### src/verilog/uesc_map.svh
// register offsets, bit positions, reset values of the endpoint control block
`ifndef UESC_MAP_SVH
`define UESC_MAP_SVH

// register offsets on the indirect register port
`define UESC_OFS_IRQ_EN 5'h06
`define UESC_OFS_IRQ_FLAGS 5'h07
`define UESC_OFS_STALL 5'h08
`define UESC_OFS_NAK 5'h09
`define UESC_OFS_DIS_TGL 5'h0a

// interrupt enable and flag bit positions
`define UESC_B_SETUP 5
`define UESC_B_EP3_TX 4
`define UESC_B_EP2_TX 3
`define UESC_B_EP1_RX 2
`define UESC_B_EP0_RX 1
`define UESC_B_EP0_TX 0

// stall register bit positions
`define UESC_B_ACK 6
`define UESC_B_STAT_STALL 5
`define UESC_B_EP3_HALT 4
`define UESC_B_EP2_HALT 3
`define UESC_B_EP1_HALT 2
`define UESC_B_EP0_RX_HALT 1
`define UESC_B_EP0_TX_HALT 0

// refused-seen register bit positions
`define UESC_B_EP3_NAK 7
`define UESC_B_EP2_NAK 6
`define UESC_B_EP0_NAK 5

// disable and toggle-reset bit positions
`define UESC_B_EP3_OFF 7
`define UESC_B_EP2_OFF 6
`define UESC_B_EP1_OFF 5
`define UESC_B_EP3_TGL 4
`define UESC_B_EP2_TGL 3
`define UESC_B_EP1_TGL 2

// reset values
`define UESC_RST_IRQ_EN 6'h00
`define UESC_RST_FLAGS 6'h19
`define UESC_RST_STALL 6'h00

`endif

### src/verilog/uesc_pkg.sv
// types shared by the endpoint control block
`default_nettype none
package uesc_pkg;

  // token from the serial engine, asking how to answer
  typedef struct packed {
    logic valid;
    logic [1:0] ep;
    logic is_in;
    logic status;
  } uesc_tok_s;

  // completion events from the serial engine, one-cycle pulses
  typedef struct packed {
    logic setup_token;
    logic setup_ok;
    logic in_acked;
    logic out_ok;
    logic status_acked;
    logic bus_reset;
    logic [1:0] ep;
  } uesc_ev_s;

  typedef enum logic [2:0] {
    RSP_NONE,
    RSP_ACK,
    RSP_NAK,
    RSP_STALL,
    RSP_DATA
  } uesc_resp_e;

endpackage : uesc_pkg
`default_nettype wire

### src/verilog/uesc_toggle.sv
// data toggle of one endpoint
`default_nettype none
module uesc_toggle
  import uesc_pkg::*;
(
  // clock and reset
  input wire logic clk,
  input wire logic rstn,
  // control
  input wire logic clear,
  input wire logic force_one,
  input wire logic advance,
  // state
  output logic toggle_r
);

  always_ff @(posedge clk or negedge rstn)
  begin
    if (!rstn)
      toggle_r <= 1'b0;
    else if (clear)
      toggle_r <= 1'b0;
    else if (force_one)
      toggle_r <= 1'b1;
    else if (advance)
      toggle_r <= ~toggle_r;
  end

endmodule : uesc_toggle
`default_nettype wire

### src/verilog/uesc_top.sv
// endpoint interrupt, stall, refusal, disable and toggle control
//
// Operation
// - endpoint interrupt-enable register reachable only while controller is enabled
// - bus reset clears all endpoint interrupt-enable bits
// - interrupt raised when any flag and its enable are both set
// - setup-ready flag set after eight clean setup bytes, sticky
// - IN buffer-free flag set after IN data acked by host
// - IN buffer-free flag cleared by software or byte-count write
// - OUT data-ready flag set after OUT packet received and acked
// - clearing OUT data-ready flag rearms that OUT endpoint
// - status stage gets NAK until acknowledge bit set, then ACK
// - acknowledge bit cleared by status ACK, setup, stall set, write 0
// - status-stall bit makes status stage answer STALL
// - setup token clears status-stall and both endpoint 0 halts
// - endpoint halt answers STALL regardless of other control bits, except the disable bit of endpoints 1 to 3
// - IN NAK sets that endpoint's refused-seen flag, sticky
// - disabled endpoints 1 to 3 ignore all traffic
// - endpoint 0 has no disable and always responds while controller is enabled
// - toggle-reset bit forces DATA0 then clears itself
// - bus reset clears the toggle-reset bits
// - endpoint 0 toggle handled internally
// - unused register bits read as zero
// - byte-count write arms IN endpoint to send data
`include "uesc_map.svh"
`default_nettype none
module uesc_top
  import uesc_pkg::*;
(
  // clock and reset
  input wire logic CLOCK,
  input wire logic RSTN,
  // controller level
  input wire logic CTRL_EN,
  // indirect register port
  input wire logic REG_WR,
  input wire logic REG_RD,
  input wire logic [4:0] REG_ADDR,
  input wire logic [7:0] REG_WDATA,
  output logic [7:0] REG_RDATA,
  // byte-count write strobes: [0] ep0, [1] ep2, [2] ep3
  input wire logic [2:0] BC_WRITE,
  // serial engine
  input wire uesc_tok_s TOKEN,
  input wire uesc_ev_s EVENT,
  output uesc_resp_e RESP,
  output logic RESP_VALID,
  output logic [3:0] DATA_TOGGLE,
  // cpu interrupt
  output logic IRQ
);

  ////////////////////////////////////////////////////////////////////////////
  // decode
  function automatic logic reg_hit(input logic [4:0] a, input logic [4:0] ofs);
    return a == ofs;
  endfunction : reg_hit

  logic wr_en_reg;
  logic wr_flags;
  logic wr_stall;
  logic wr_nak;
  logic wr_dis;
  logic [5:0] irq_en_r;
  logic [5:0] flags_r;
  logic [5:0] flags_nxt;
  logic [5:0] flag_set;
  logic [5:0] flag_clr;
  logic [5:0] halt_r;
  logic [5:0] halt_nxt;
  logic ack_r;
  logic [2:0] nak_r;
  logic [2:0] nak_set;
  logic [2:0] off_r;
  logic [2:0] tgl_r;
  logic [2:0] armed_r;
  logic [7:0] rdata_r;
  uesc_resp_e resp_r;
  uesc_resp_e resp_nxt;
  logic resp_valid_r;

  assign wr_en_reg = REG_WR && CTRL_EN && reg_hit(REG_ADDR, `UESC_OFS_IRQ_EN);
  assign wr_flags = REG_WR && reg_hit(REG_ADDR, `UESC_OFS_IRQ_FLAGS);
  assign wr_stall = REG_WR && reg_hit(REG_ADDR, `UESC_OFS_STALL);
  assign wr_nak = REG_WR && reg_hit(REG_ADDR, `UESC_OFS_NAK);
  assign wr_dis = REG_WR && reg_hit(REG_ADDR, `UESC_OFS_DIS_TGL);

  ////////////////////////////////////////////////////////////////////////////
  // interrupt enables
  always_ff @(posedge CLOCK or negedge RSTN)
  begin
    if (!RSTN)
      irq_en_r <= `UESC_RST_IRQ_EN;
    else if (EVENT.bus_reset)
      irq_en_r <= `UESC_RST_IRQ_EN;
    else if (wr_en_reg)
      irq_en_r <= REG_WDATA[5:0];
  end

  ////////////////////////////////////////////////////////////////////////////
  // sticky event flags
  always_comb
  begin
    flag_set = '0;
    flag_set[`UESC_B_SETUP] = EVENT.setup_ok;
    flag_set[`UESC_B_EP3_TX] = EVENT.in_acked && EVENT.ep == 2'h3;
    flag_set[`UESC_B_EP2_TX] = EVENT.in_acked && EVENT.ep == 2'h2;
    flag_set[`UESC_B_EP0_TX] = EVENT.in_acked && EVENT.ep == 2'h0;
    flag_set[`UESC_B_EP1_RX] = EVENT.out_ok && EVENT.ep == 2'h1;
    flag_set[`UESC_B_EP0_RX] = EVENT.out_ok && EVENT.ep == 2'h0;
    flag_clr = wr_flags ? ~REG_WDATA[5:0] : 6'h00;
    flag_clr[`UESC_B_EP0_TX] = flag_clr[`UESC_B_EP0_TX] | BC_WRITE[0];
    flag_clr[`UESC_B_EP2_TX] = flag_clr[`UESC_B_EP2_TX] | BC_WRITE[1];
    flag_clr[`UESC_B_EP3_TX] = flag_clr[`UESC_B_EP3_TX] | BC_WRITE[2];
    flags_nxt = (flags_r & ~flag_clr) | flag_set;
  end

  always_ff @(posedge CLOCK or negedge RSTN)
  begin
    if (!RSTN)
      flags_r <= `UESC_RST_FLAGS;
    else
      flags_r <= flags_nxt;
  end

  assign IRQ = |(flags_r & irq_en_r);

  ////////////////////////////////////////////////////////////////////////////
  // stall and status-stage control
  always_comb
  begin
    halt_nxt = wr_stall ? REG_WDATA[5:0] : halt_r;
    if (EVENT.setup_token)
    begin
      halt_nxt[`UESC_B_STAT_STALL] = 1'b0;
      halt_nxt[`UESC_B_EP0_RX_HALT] = 1'b0;
      halt_nxt[`UESC_B_EP0_TX_HALT] = 1'b0;
    end
  end

  always_ff @(posedge CLOCK or negedge RSTN)
  begin
    if (!RSTN)
      halt_r <= `UESC_RST_STALL;
    else
      halt_r <= halt_nxt;
  end

  // clears win over a same-cycle write of 1
  always_ff @(posedge CLOCK or negedge RSTN)
  begin
    if (!RSTN)
      ack_r <= 1'b0;
    else if (EVENT.status_acked || EVENT.setup_token || (wr_stall && |REG_WDATA[5:0]))
      ack_r <= 1'b0;
    else if (wr_stall)
      ack_r <= REG_WDATA[`UESC_B_ACK];
  end

  ////////////////////////////////////////////////////////////////////////////
  // refused-seen flags, disables, toggle resets, arming
  always_ff @(posedge CLOCK or negedge RSTN)
  begin
    if (!RSTN)
      nak_r <= 3'h0;
    else
      nak_r <= (nak_r & ~(wr_nak ? ~REG_WDATA[7:5] : 3'h0)) | nak_set;
  end

  always_ff @(posedge CLOCK or negedge RSTN)
  begin
    if (!RSTN)
      off_r <= 3'h0;
    else if (wr_dis)
      off_r <= REG_WDATA[7:5];
  end

  // toggle-reset bits live one cycle, so readback of 1 is only momentary
  always_ff @(posedge CLOCK or negedge RSTN)
  begin
    if (!RSTN)
      tgl_r <= 3'h0;
    else if (EVENT.bus_reset)
      tgl_r <= 3'h0;
    else if (wr_dis)
      tgl_r <= REG_WDATA[4:2];
    else
      tgl_r <= 3'h0;
  end

  // index 0 ep0, 1 ep2, 2 ep3; a new byte count wins over a same-cycle ack
  always_ff @(posedge CLOCK or negedge RSTN)
  begin
    if (!RSTN)
      armed_r <= 3'h0;
    else
      armed_r <= (armed_r & ~{EVENT.in_acked && EVENT.ep == 2'h3,
                              EVENT.in_acked && EVENT.ep == 2'h2,
                              EVENT.in_acked && EVENT.ep == 2'h0}) | BC_WRITE;
  end

  ////////////////////////////////////////////////////////////////////////////
  // handshake decision
  always_comb
  begin
    resp_nxt = RSP_NONE;
    nak_set = 3'h0;
    if (TOKEN.valid && CTRL_EN)
    begin
      unique case (TOKEN.ep)
        2'h0:
        begin
          if (TOKEN.is_in ? halt_r[`UESC_B_EP0_TX_HALT] : halt_r[`UESC_B_EP0_RX_HALT])
            resp_nxt = RSP_STALL;
          else if (TOKEN.status)
          begin
            if (halt_r[`UESC_B_STAT_STALL])
              resp_nxt = RSP_STALL;
            else if (ack_r)
              resp_nxt = RSP_ACK;
            else
              resp_nxt = RSP_NAK;
          end
          else if (TOKEN.is_in)
          begin
            resp_nxt = armed_r[0] ? RSP_DATA : RSP_NAK;
            nak_set[0] = !armed_r[0];
          end
          else
            resp_nxt = flags_r[`UESC_B_EP0_RX] ? RSP_NAK : RSP_ACK;
        end
        2'h1:
        begin
          if (off_r[0] || TOKEN.is_in)
            resp_nxt = RSP_NONE;
          else if (halt_r[`UESC_B_EP1_HALT])
            resp_nxt = RSP_STALL;
          else
            resp_nxt = flags_r[`UESC_B_EP1_RX] ? RSP_NAK : RSP_ACK;
        end
        2'h2:
        begin
          if (off_r[1] || !TOKEN.is_in)
            resp_nxt = RSP_NONE;
          else if (halt_r[`UESC_B_EP2_HALT])
            resp_nxt = RSP_STALL;
          else
          begin
            resp_nxt = armed_r[1] ? RSP_DATA : RSP_NAK;
            nak_set[1] = !armed_r[1];
          end
        end
        2'h3:
        begin
          if (off_r[2] || !TOKEN.is_in)
            resp_nxt = RSP_NONE;
          else if (halt_r[`UESC_B_EP3_HALT])
            resp_nxt = RSP_STALL;
          else
          begin
            resp_nxt = armed_r[2] ? RSP_DATA : RSP_NAK;
            nak_set[2] = !armed_r[2];
          end
        end
      endcase
    end
  end

  always_ff @(posedge CLOCK or negedge RSTN)
  begin
    if (!RSTN)
    begin
      resp_r <= RSP_NONE;
      resp_valid_r <= 1'b0;
    end
    else
    begin
      resp_r <= resp_nxt;
      resp_valid_r <= resp_nxt != RSP_NONE;
    end
  end

  assign RESP = resp_r;
  assign RESP_VALID = resp_valid_r;

  ////////////////////////////////////////////////////////////////////////////
  // data toggles, one per endpoint
  logic [3:0] tgl_clear;
  logic [3:0] tgl_adv;
  assign tgl_clear = {tgl_r, 1'b0} | {4{EVENT.bus_reset}};
  assign tgl_adv[0] = (EVENT.in_acked || EVENT.out_ok) && EVENT.ep == 2'h0;
  assign tgl_adv[1] = EVENT.out_ok && EVENT.ep == 2'h1;
  assign tgl_adv[2] = EVENT.in_acked && EVENT.ep == 2'h2;
  assign tgl_adv[3] = EVENT.in_acked && EVENT.ep == 2'h3;

  generate
    for (genvar i = 0; i < 4; i++)
    begin : g_tgl
      uesc_toggle u_tgl (
        .clk(CLOCK),
        .rstn(RSTN),
        .clear(tgl_clear[i]),
        .force_one(i == 0 ? EVENT.setup_ok : 1'b0),
        .advance(tgl_adv[i]),
        .toggle_r(DATA_TOGGLE[i])
      );
    end
  endgenerate

  ////////////////////////////////////////////////////////////////////////////
  // register readback, one cycle after the read strobe
  always_ff @(posedge CLOCK or negedge RSTN)
  begin
    if (!RSTN)
      rdata_r <= 8'h00;
    else if (REG_RD)
    begin
      if (reg_hit(REG_ADDR, `UESC_OFS_IRQ_EN))
        rdata_r <= CTRL_EN ? {2'h0, irq_en_r} : 8'h00;
      else if (reg_hit(REG_ADDR, `UESC_OFS_IRQ_FLAGS))
        rdata_r <= {2'h0, flags_r};
      else if (reg_hit(REG_ADDR, `UESC_OFS_STALL))
        rdata_r <= {1'b0, ack_r, halt_r};
      else if (reg_hit(REG_ADDR, `UESC_OFS_NAK))
        rdata_r <= {nak_r, 5'h00};
      else if (reg_hit(REG_ADDR, `UESC_OFS_DIS_TGL))
        rdata_r <= {off_r, tgl_r, 2'h0};
      else
        rdata_r <= 8'h00;
    end
  end

  assign REG_RDATA = rdata_r;

endmodule : uesc_top
`default_nettype wire
### config.mk
export PLATFORM = sky130hd
export DESIGN_NAME = uesc_top
export DESIGN_NICKNAME = d
export VERILOG_FILES = /design/src/verilog/uesc_pkg.sv /design/src/verilog/uesc_toggle.sv /design/src/verilog/uesc_top.sv
export VERILOG_INCLUDE_DIRS = /design/src /design/src/verilog
export SDC_FILE = /design/constraint.sdc
export NUM_CORES = 1
export LEC_CHECK = 0
export BUFFER_PORTS_ARGS = -buffer_cell sky130_fd_sc_hd__buf_2
export CORE_MARGIN = 8
export CORE_UTILIZATION = 40
export DETAILED_ROUTE_END_ITERATION = 16
export HOLD_SLACK_MARGIN = 0.12
export PLACE_DENSITY = 0.62
export SLEW_MARGIN = 5
export SYNTH_ARGS = -nofsm -noshare
export SYNTH_HDL_FRONTEND = slang
export SYNTH_SLANG_ARGS = --single-unit
### constraint.sdc
create_clock -name CLOCK -period 1.45 [get_ports CLOCK]
set_input_delay 0.145 -clock CLOCK [delete_from_list [all_inputs] [get_ports CLOCK]]
set_output_delay 0.145 -clock CLOCK [all_outputs]
set_load 0.01 [all_outputs]
# == Word level (Yosys, flattened, before mapping) ==
# Index checks and enable logic that the tools add are counted.
# word_totals
register_bits,47
inputBits,34
output_inout_bits,17
word_cells,139
# op_classes
eq_ne,11
n_mux,56
bitwise_logic,20
reduce_logical,36
# ops
op,count
3-bit two-way mux,15
8-bit two-way mux,5
6-bit two-way mux,5
1-bit two-way mux,23
5-bit by 4-bit == test with 1-bit output (second input constant),3
1-bit logical AND,14
2-bit two-way mux,7
6-bit bitwise AND,2
6-bit NOT,2
3-bit case mux with 4 select lines,1
2-bit nonzero test,6
6-bit OR reduction,2
5-bit by 3-bit == test with 1-bit output (second input constant),2
3-bit NOT,3
2-bit == test (second input constant),4
3-bit bitwise AND,2
1-bit logical OR,6
3-bit OR,2
6-bit OR,1
3-bit nonzero test,2
2-bit by 1-bit == test with 1-bit output (second input constant),2
1-bit zero test,4
2-bit zero test,2
1-bit NOT,4
2 further kinds,4

# == Logic depth before layout (Yosys ltp) ==
# Gate-level depths: netlist of run 1.
# logic_depth
ltp_word,7
mapped_depth,6
depth_no_buf,4

# == Modules after synthesis ==
# A second synthesis of run 1 with hierarchy kept.
# unflattened
cells_unflattened,237
hier_area_um2,2443.6
# by_module_without_submodules
mod,n_inst,cells_per_inst,area_per_inst_um2,seq_area_each_um2
uesc_top,1,221,2273.4,1079.8
uesc_toggle,4,4,42.5,25.0

# == Least setup slack after synthesis of run 1 ==
# Ideal clock, no wire load.
# synth_timing
path_kind,input-to-reg
start,in REG_ADDR[0]
end,reg off_r[0]
setup_ps,125
arrival_ps,1219
required_time_ps,1325
path_slack_ps,106
cell_stages,4
n_path_buf,1
cell_sequence,buf_6 -> nor4b_4 -> and3_1 -> mux2_2
# synth_between
elab_chain_cells,2
# synth_lines
item,line,rtl
"start, declared",uesc_top.sv:38,"input wire logic [4:0] REG_ADDR,"
5-bit by 4-bit == test with 1-bit output,uesc_top.sv:56,return a == ofs;
1-bit logical AND,uesc_top.sv:86,"assign wr_dis = REG_WR && reg_hit(REG_ADDR, `UESC_OFS_DIS_TGL);"
"end signal, assigned",uesc_top.sv:175,off_r <= REG_WDATA[7:5];
"end, declared",uesc_top.sv:74,logic [2:0] off_r;
# Every way passes these cells.
# A chain may end at the register's enable or synchronous reset.

# == Worst setup path in the final report of run 1 ==
# layout_timing
start,reg flags_r[1]
end,out IRQ
# layout_between
elab_chain_cells,2
# layout_lines
item,line,rtl
"start, declared",uesc_top.sv:65,logic [5:0] flags_r;
"start signal, assigned",uesc_top.sv:121,flags_r <= `UESC_RST_FLAGS;
"start signal, assigned",uesc_top.sv:123,flags_r <= flags_nxt;
6-bit bitwise AND,uesc_top.sv:126,assign IRQ = |(flags_r & irq_en_r);
6-bit OR reduction,uesc_top.sv:126,
"end, declared",uesc_top.sv:50,output logic IRQ
# Every way passes these cells.

==> results of run 1 <==
==> routing by layer <==
layer | routed length, um | up-vias
li1 | - | 980
met1 | 3120 | 973
met2 | 3090 | 57
met3 | 316 | 8
met4 | 88 | 0
met5 | 0 | -
==> worst max-delay path by stage <==
stage,start,end,slack (ps),cells past startpoint
finish,flags_r[1],IRQ,50,4
global route,flags_r[1],IRQ,-20,4
CTS,flags_r[1],IRQ,0.4,4
detailed placement,REG_ADDR[0],off_r[0],-50,4
global placement,REG_ADDR[0],off_r[2],-50,4
floorplan,REG_ADDR[0],off_r[0],110,4
==> flip-flops by register name, summed over array words and instances, names as in the netlist <==
| name | cells |
|---|---|
| nak_r | 3 |
| flags_r | 6 |
| g_tgl.u_tgl.toggle_r | 4 |
| REG_RDATA | 8 |
| RESP | 3 |
| halt_r | 6 |
| irq_en_r | 6 |
| off_r | 3 |
| ack_r | 1 |
| tgl_r | 3 |
| armed_r | 3 |
| RESP_VALID | 1 |
==> kinds of logic after synthesis <==
| logic type | synth area share, % |
|---|---|
| flip-flops | 49.0 |
| AND/OR/NAND/NOR | 20.5 |
| XOR/XNOR | 1.46 |
| AO/OA/AOI/OAI | 15.4 |
| buffers and inverters | 4.37 |
| multiplexers | 9.20 |
==> power by group through the flow <==
| stage | Sequential [uW] | Combinational, uW | Clock (uW) |
|---|---|---|---|
| 2_1_floorplan | 1480 | 233 | 0 |
| 3_3_place_gp | 1500 | 423 | 0 |
| 3_5_place_dp | 1500 | 428 | 0 |
| 4_1_cts | 1480 | 453 | 852 |
| 5_1_grt | 1500 | 509 | 900 |
| 6_report | 1480 | 459 | 821 |
==> area by class of cell <==
cell class	instances	area share (%)
inverters	6	0.739
multi-input cells	166	37.6
clock inverters	3	0.821
repair buffers	78	16.6
well taps	75	3.08
clock buffers	5	2.26
flip-flops and latches	47	38.8
==> Yosys cell counts, types with 6 or more instances <==
library cell / number
nand2_1: 16
mux2i_1: 12
o21ai_0: 15
a22o_1: 6
a22oi_1: 8
nor2_1: 20
buf_4: 6
inv_1: 6
mux2_2: 9
dfrtp_1: 44
nor2b_1: 7
a21oi_1: 12
==> through the flow <==
step | TNS [ps] | util [%]
2_1_floorplan | 0 | -
3_3_place_gp | -276 | 47.5
3_5_place_dp | -290 | 47.5
4_1_cts | 0 | 51.1
5_1_grt | -21.0 | 51.8
6_report | 0 | 51.8
==> worst max-delay path, stage by stage, from the launching register on <==
cell	delay [ps]
dfrtp_1	420
buf_6	130
a22oi_2	140
nand3_1	90
buf_2	150
==> what timing repair did <==
item | CTS | global route
setup buffers | 0 | 1
pin swaps | 1 | 0
resized for setup | 0 | 9
hold buffers | 12 | 0
hold endpoints to repair | 39 | 0
setup endpoints to repair | 1 | 3
==> impl_metrics.tcl, run 1 <==
set metrics [dict create \
    setup_viol 0 \
    area_growth_pct 26.6 \
    io_pins 51 \
    grt-busiest-layer "met2" \
    finalNonFillerCells 380 \
    portBuffers 50 \
    drv_slew 0 \
    synth-async-reset-ratio_pct 100 \
    power.share.combinational_pct 16.6 \
    overflow 0 \
    synth_area_um2 2410 \
    synthTopCellsByArea "dfrtp_1 46%, mux2i_1 5.0%, mux2_2 4.2%" \
    yosys.area.top_type_share_pct 45.7 \
    ff2ff_setup_slack_ps 60 \
    rr_endpoint "RESP_VALID" \
    ant_nets 0 \
    wire_per_inst_um 17.4 \
    critPathCaptureType "output port" \
    r2r_start "off_r[2]" \
    ir_worst_vdd_uv 429 \
    synth-seq-cells 47 \
    n_antenna_cell 0 \
    fin_area_um2 3050 \
    finalCriticalPeriod_ps 1400 \
    maxCapViolCount 0 \
    hpwl_um 5070 \
    synthCells 231 \
    drtIter0Drc 113 \
    swShare_pct 28.4 \
    timing.final.crit_share_pct 96.3 \
    track_usage_pct 15.8 \
    power_frac_clock_pct 29.7 \
    synth.distinct_cells 50 \
    seq_area_frac_synth_pct 49.0 \
    p_seq_share_pct 53.6 \
    first_pass_iters 4 \
    h-tree-depth 2 \
    wirelength_um 6620 \
    yosys.area.top_type "dfrtp_1" \
    clk_latency_ps 310 \
    final_common_cell "buf_2" \
    worstHoldStart "REG_WDATA[3]" \
    rsz0062_at_grt "true" \
    whs_ps 132 \
    skew_ps 12.0 \
    postSynthAreaPerCell_um2 10.4 \
    cts_sinks 47 \
    cts_buffers 5 \
    hold_class "in -> reg" \
    multi_input_area_um2 1150 \
    clock.fmax_mhz 716 \
    num_rows 28 \
    nFillCells 569 \
    slew_headroom_pct 73.2 \
    use_met2_pct 25.7 \
    power_density_nw_per_um2 906 \
    vias_per_cell 5.31 \
    grt_max_degree 33 \
    pre_cts_ws_ps -48.0 \
    synth_edf_count 0 \
    net-switching-power_uw 785 \
    hold_viol_final 0 \
    core_area_um2 5890 \
    final-seq-area_um2 1180 \
    start_util_pct 40.9 \
    antenna_found_initial 0 \
    die_w_um 93.6 \
    die_y_um 93.6 \
    crit_required_ps 1310 \
    ys.warnings.count 0 \
    p_total_uw 2760 \
    cts_buffer_depth 2 \
    cts_root_buf "clkbuf_8" \
    grtUsageMet3_pct 3.29 \
    drc 0 \
    setup.worst_path.start_class "flop" \
    ys.flop_type "dfrtp_1" \
    final_cell_mix "50 x buf_2, 41 x dfrtp_1, 20 x nor2_1" \
    nets 338 \
    grt.met1_usage_pct 20.8 \
    critical_path.max_fanout 3 \
    postPlaceCellArea_um2 2790 \
    p_leak_uw 0.00143 \
    grt_pass1_wl_um 10900 \
    min_to "tgl_r[1]" \
    grt_pass1_vias 2123 \
    worstMarginPinSlew_ps 403 \
    reg2regPathDepth 4 \
    holdPathStages 2 \
    dieArea_um2 8760 \
    gp_routability_congestion 0.829 \
    critPathArrivalTime_ps 1250 \
    via_count 2018 \
    place_inst 359 \
    syn_nets 265 \
    power.internal_uw 1980 \
    drive_above_1_share_pct 32.5 \
    clk_pin_slew_ps 100 \
    path_class "reg -> out" \
    post-route-worst-setup-slack_ps 53.6 \
    status "finished clean" \
    cts_tree "done" \
]
(Power assumes the default switching activity.)
==> inputs of run 2 (changes only) <==
Settings changed: GPL_TIMING_DRIVEN set to 0.
==> run 2 against run 1 <==
Sequential power about the same. Critical path depth decreased by 2. Flip-flop and latch count unchanged. Highest routed layer unchanged. Combinational power decreased by 3%. Sequential share of layout area increased by 0.14 points. Routed wire length decreased by 4.7%. Count of clock-buffer cells in the layout unchanged. Maximum frequency decreased by 2.3%. Global-route usage decreased by 0.58 points. Utilization decreased by 0.19 points. Setup slack got worse by 33 ps. Clock power increased by 41%.
==> impl_metrics.tcl, run 2 (synthesis results as in run 1) <==
set metrics [dict create \
    cp.buffers_inverters 0 \
    core_area_um2 5890 \
    slew_headroom_pct 56.5 \
    worstMarginPinSlew_ps 653 \
    whs_ps 127 \
    post-route-worst-setup-slack_ps 20.8 \
    final_util_pct 51.6 \
    critPathCaptureType "flop" \
    wire_per_inst_um 16.7 \
    power_density_nw_per_um2 1010 \
    worst_path_max_delay_cell "or4b_2" \
    fin_area_um2 3040 \
    crit_required_ps 1660 \
    grt_pass1_vias 2028 \
    largest_reg_flops 8 \
    clock.fmax_mhz 700 \
    maxCapViolCount 0 \
    power.internal_uw 2310 \
    path_cells "or4b_2, o31ai_1" \
    clk_latency_ps 310 \
    cts_buffers 5 \
    net-switching-power_uw 766 \
    crit_path_max_incr_delay_ps 650 \
    finalCriticalPeriod_ps 1430 \
    power.share.combinational_pct 14.5 \
    cts_sinks 47 \
    die_y_um 93.6 \
    skew_ps 9.35 \
    track_usage_pct 15.2 \
    timing.final.crit_share_pct 98.6 \
    p_leak_uw 0.00142 \
    final_common_cell "buf_2" \
    swShare_pct 24.9 \
    hold_viol_final 0 \
    status "finished clean" \
    pre_cts_ws_ps -103 \
    hold_class "in -> reg" \
    num_rows 28 \
    ir_worst_vdd_uv 509 \
    die_w_um 93.6 \
    final_cell_mix "48 x buf_2, 41 x dfrtp_1, 20 x nor2_1" \
    cpLargestDelayFamily "simple AND/OR/NAND/NOR gates" \
    hpwl_um 4770 \
    drv_slew 0 \
    h-tree-depth 2 \
    nets 335 \
    gp_routability_congestion 0.848 \
    critPathArrivalTime_ps 1640 \
    dieArea_um2 8760 \
    io_pins 51 \
    setup_viol 0 \
    start_util_pct 40.9 \
    portBuffers 49 \
    rsz0062_at_grt "true" \
    cts_root_buf "clkbuf_8" \
    grt_max_degree 48 \
    finalNonFillerCells 377 \
    grt_pass1_wl_um 10500 \
    multi_input_area_um2 1130 \
    critical_path.max_fanout 6 \
    final-seq-area_um2 1180 \
    via_count 1966 \
    ant_nets 0 \
    nFillCells 563 \
    clk_pin_slew_ps 90 \
    vias_per_cell 5.21 \
    drive_above_1_share_pct 29.8 \
    wirelength_um 6310 \
    postPlaceCellArea_um2 2750 \
    n_antenna_cell 0 \
    setup.worst_path.start_class "flop" \
    drc 0 \
    path_class "reg -> reg" \
    first_pass_iters 4 \
    place_inst 355 \
    area_growth_pct 26.1 \
    cts_buffer_depth 2 \
    drtIter0Drc 101 \
    cts_tree "done" \
    power_frac_clock_pct 37.6 \
    overflow 0 \
    p_seq_share_pct 47.9 \
    antenna_found_initial 0 \
]
-- run 2: cell types whose count changed in the layout (fill, tap and decap cells not counted), moves of 2 or more --
cell	change
buf_4	-6
clkbuf_1	+4
buf_2	-2
bufinv_16	+2
clkinv_4	-2
-- run 2: power groups by stage --
stage / registers [uW] / clock network (uW) / logic [uW]
3_3_place_gp: 1500 / 0 / 412
3_5_place_dp: 1500 / 0 / 417
5_1_grt: 1490 / 1230 / 497
2_1_floorplan: 1480 / 0 / 233
4_1_cts: 1470 / 1180 / 443
6_report: 1480 / 1160 / 446
-- run 2: cell type report --
| cell class | instances | share of cell area (%) |
|---|---|---|
| clock inverter | 3 | 2.22 |
| multi-input combinational | 166 | 37.4 |
| tap | 75 | 3.09 |
| timing repair buffer | 63 | 12.6 |
| sequential | 47 | 39.0 |
| clock buffer | 5 | 2.27 |
| buffer | 12 | 2.72 |
| inverter | 6 | 0.742 |
-- run 2: final timing paths --
check,start,end,slack [ps],cells past startpoint
setup reg to reg,halt_r[3],nak_r[1],20,2
hold reg to reg,tgl_r[0],g_tgl[1].u_tgl.toggle_r,470,1
setup / recovery,halt_r[3],nak_r[1],20,2
min in group asynchronous,RSTN,RESP[2],410,2
max in group asynchronous,RSTN,flags_r[2],560,2
hold / removal,EVENT[1],flags_r[1],130,4
-- run 2: worst register-to-register path, stage by stage, from the launching register on --
cell and delay (ps):
dfrtp_1 450, or4b_2 650, o31ai_1 240
-- run 2: through the flow --
stage	TNS (ps)	total power, uW
CTS	0	3090
finish	0	3080
detailed placement	-580	1920
floorplan	0	1720
global route	-152	3210
global placement	-367	1910
-- run 2: per-layer routing --
metal | global-route usage (%) | vias up | routed length, um
li1 | - | 974 | -
met1 | 19.9 | 935 | 2880
met2 | 24.0 | 50 | 2990
met3 | 4.73 | 7 | 380
met4 | 3.57 | 0 | 56
met5 | 0 | - | 0
-- run 2: repair_timing --
item                                   in CTS  in global routing
hold buffers                               12                  0
endpoints found under the hold margin      61                  0
setup endpoints to repair                   0                 29
setup buffers                               0                  2
resized for setup                           0                  6
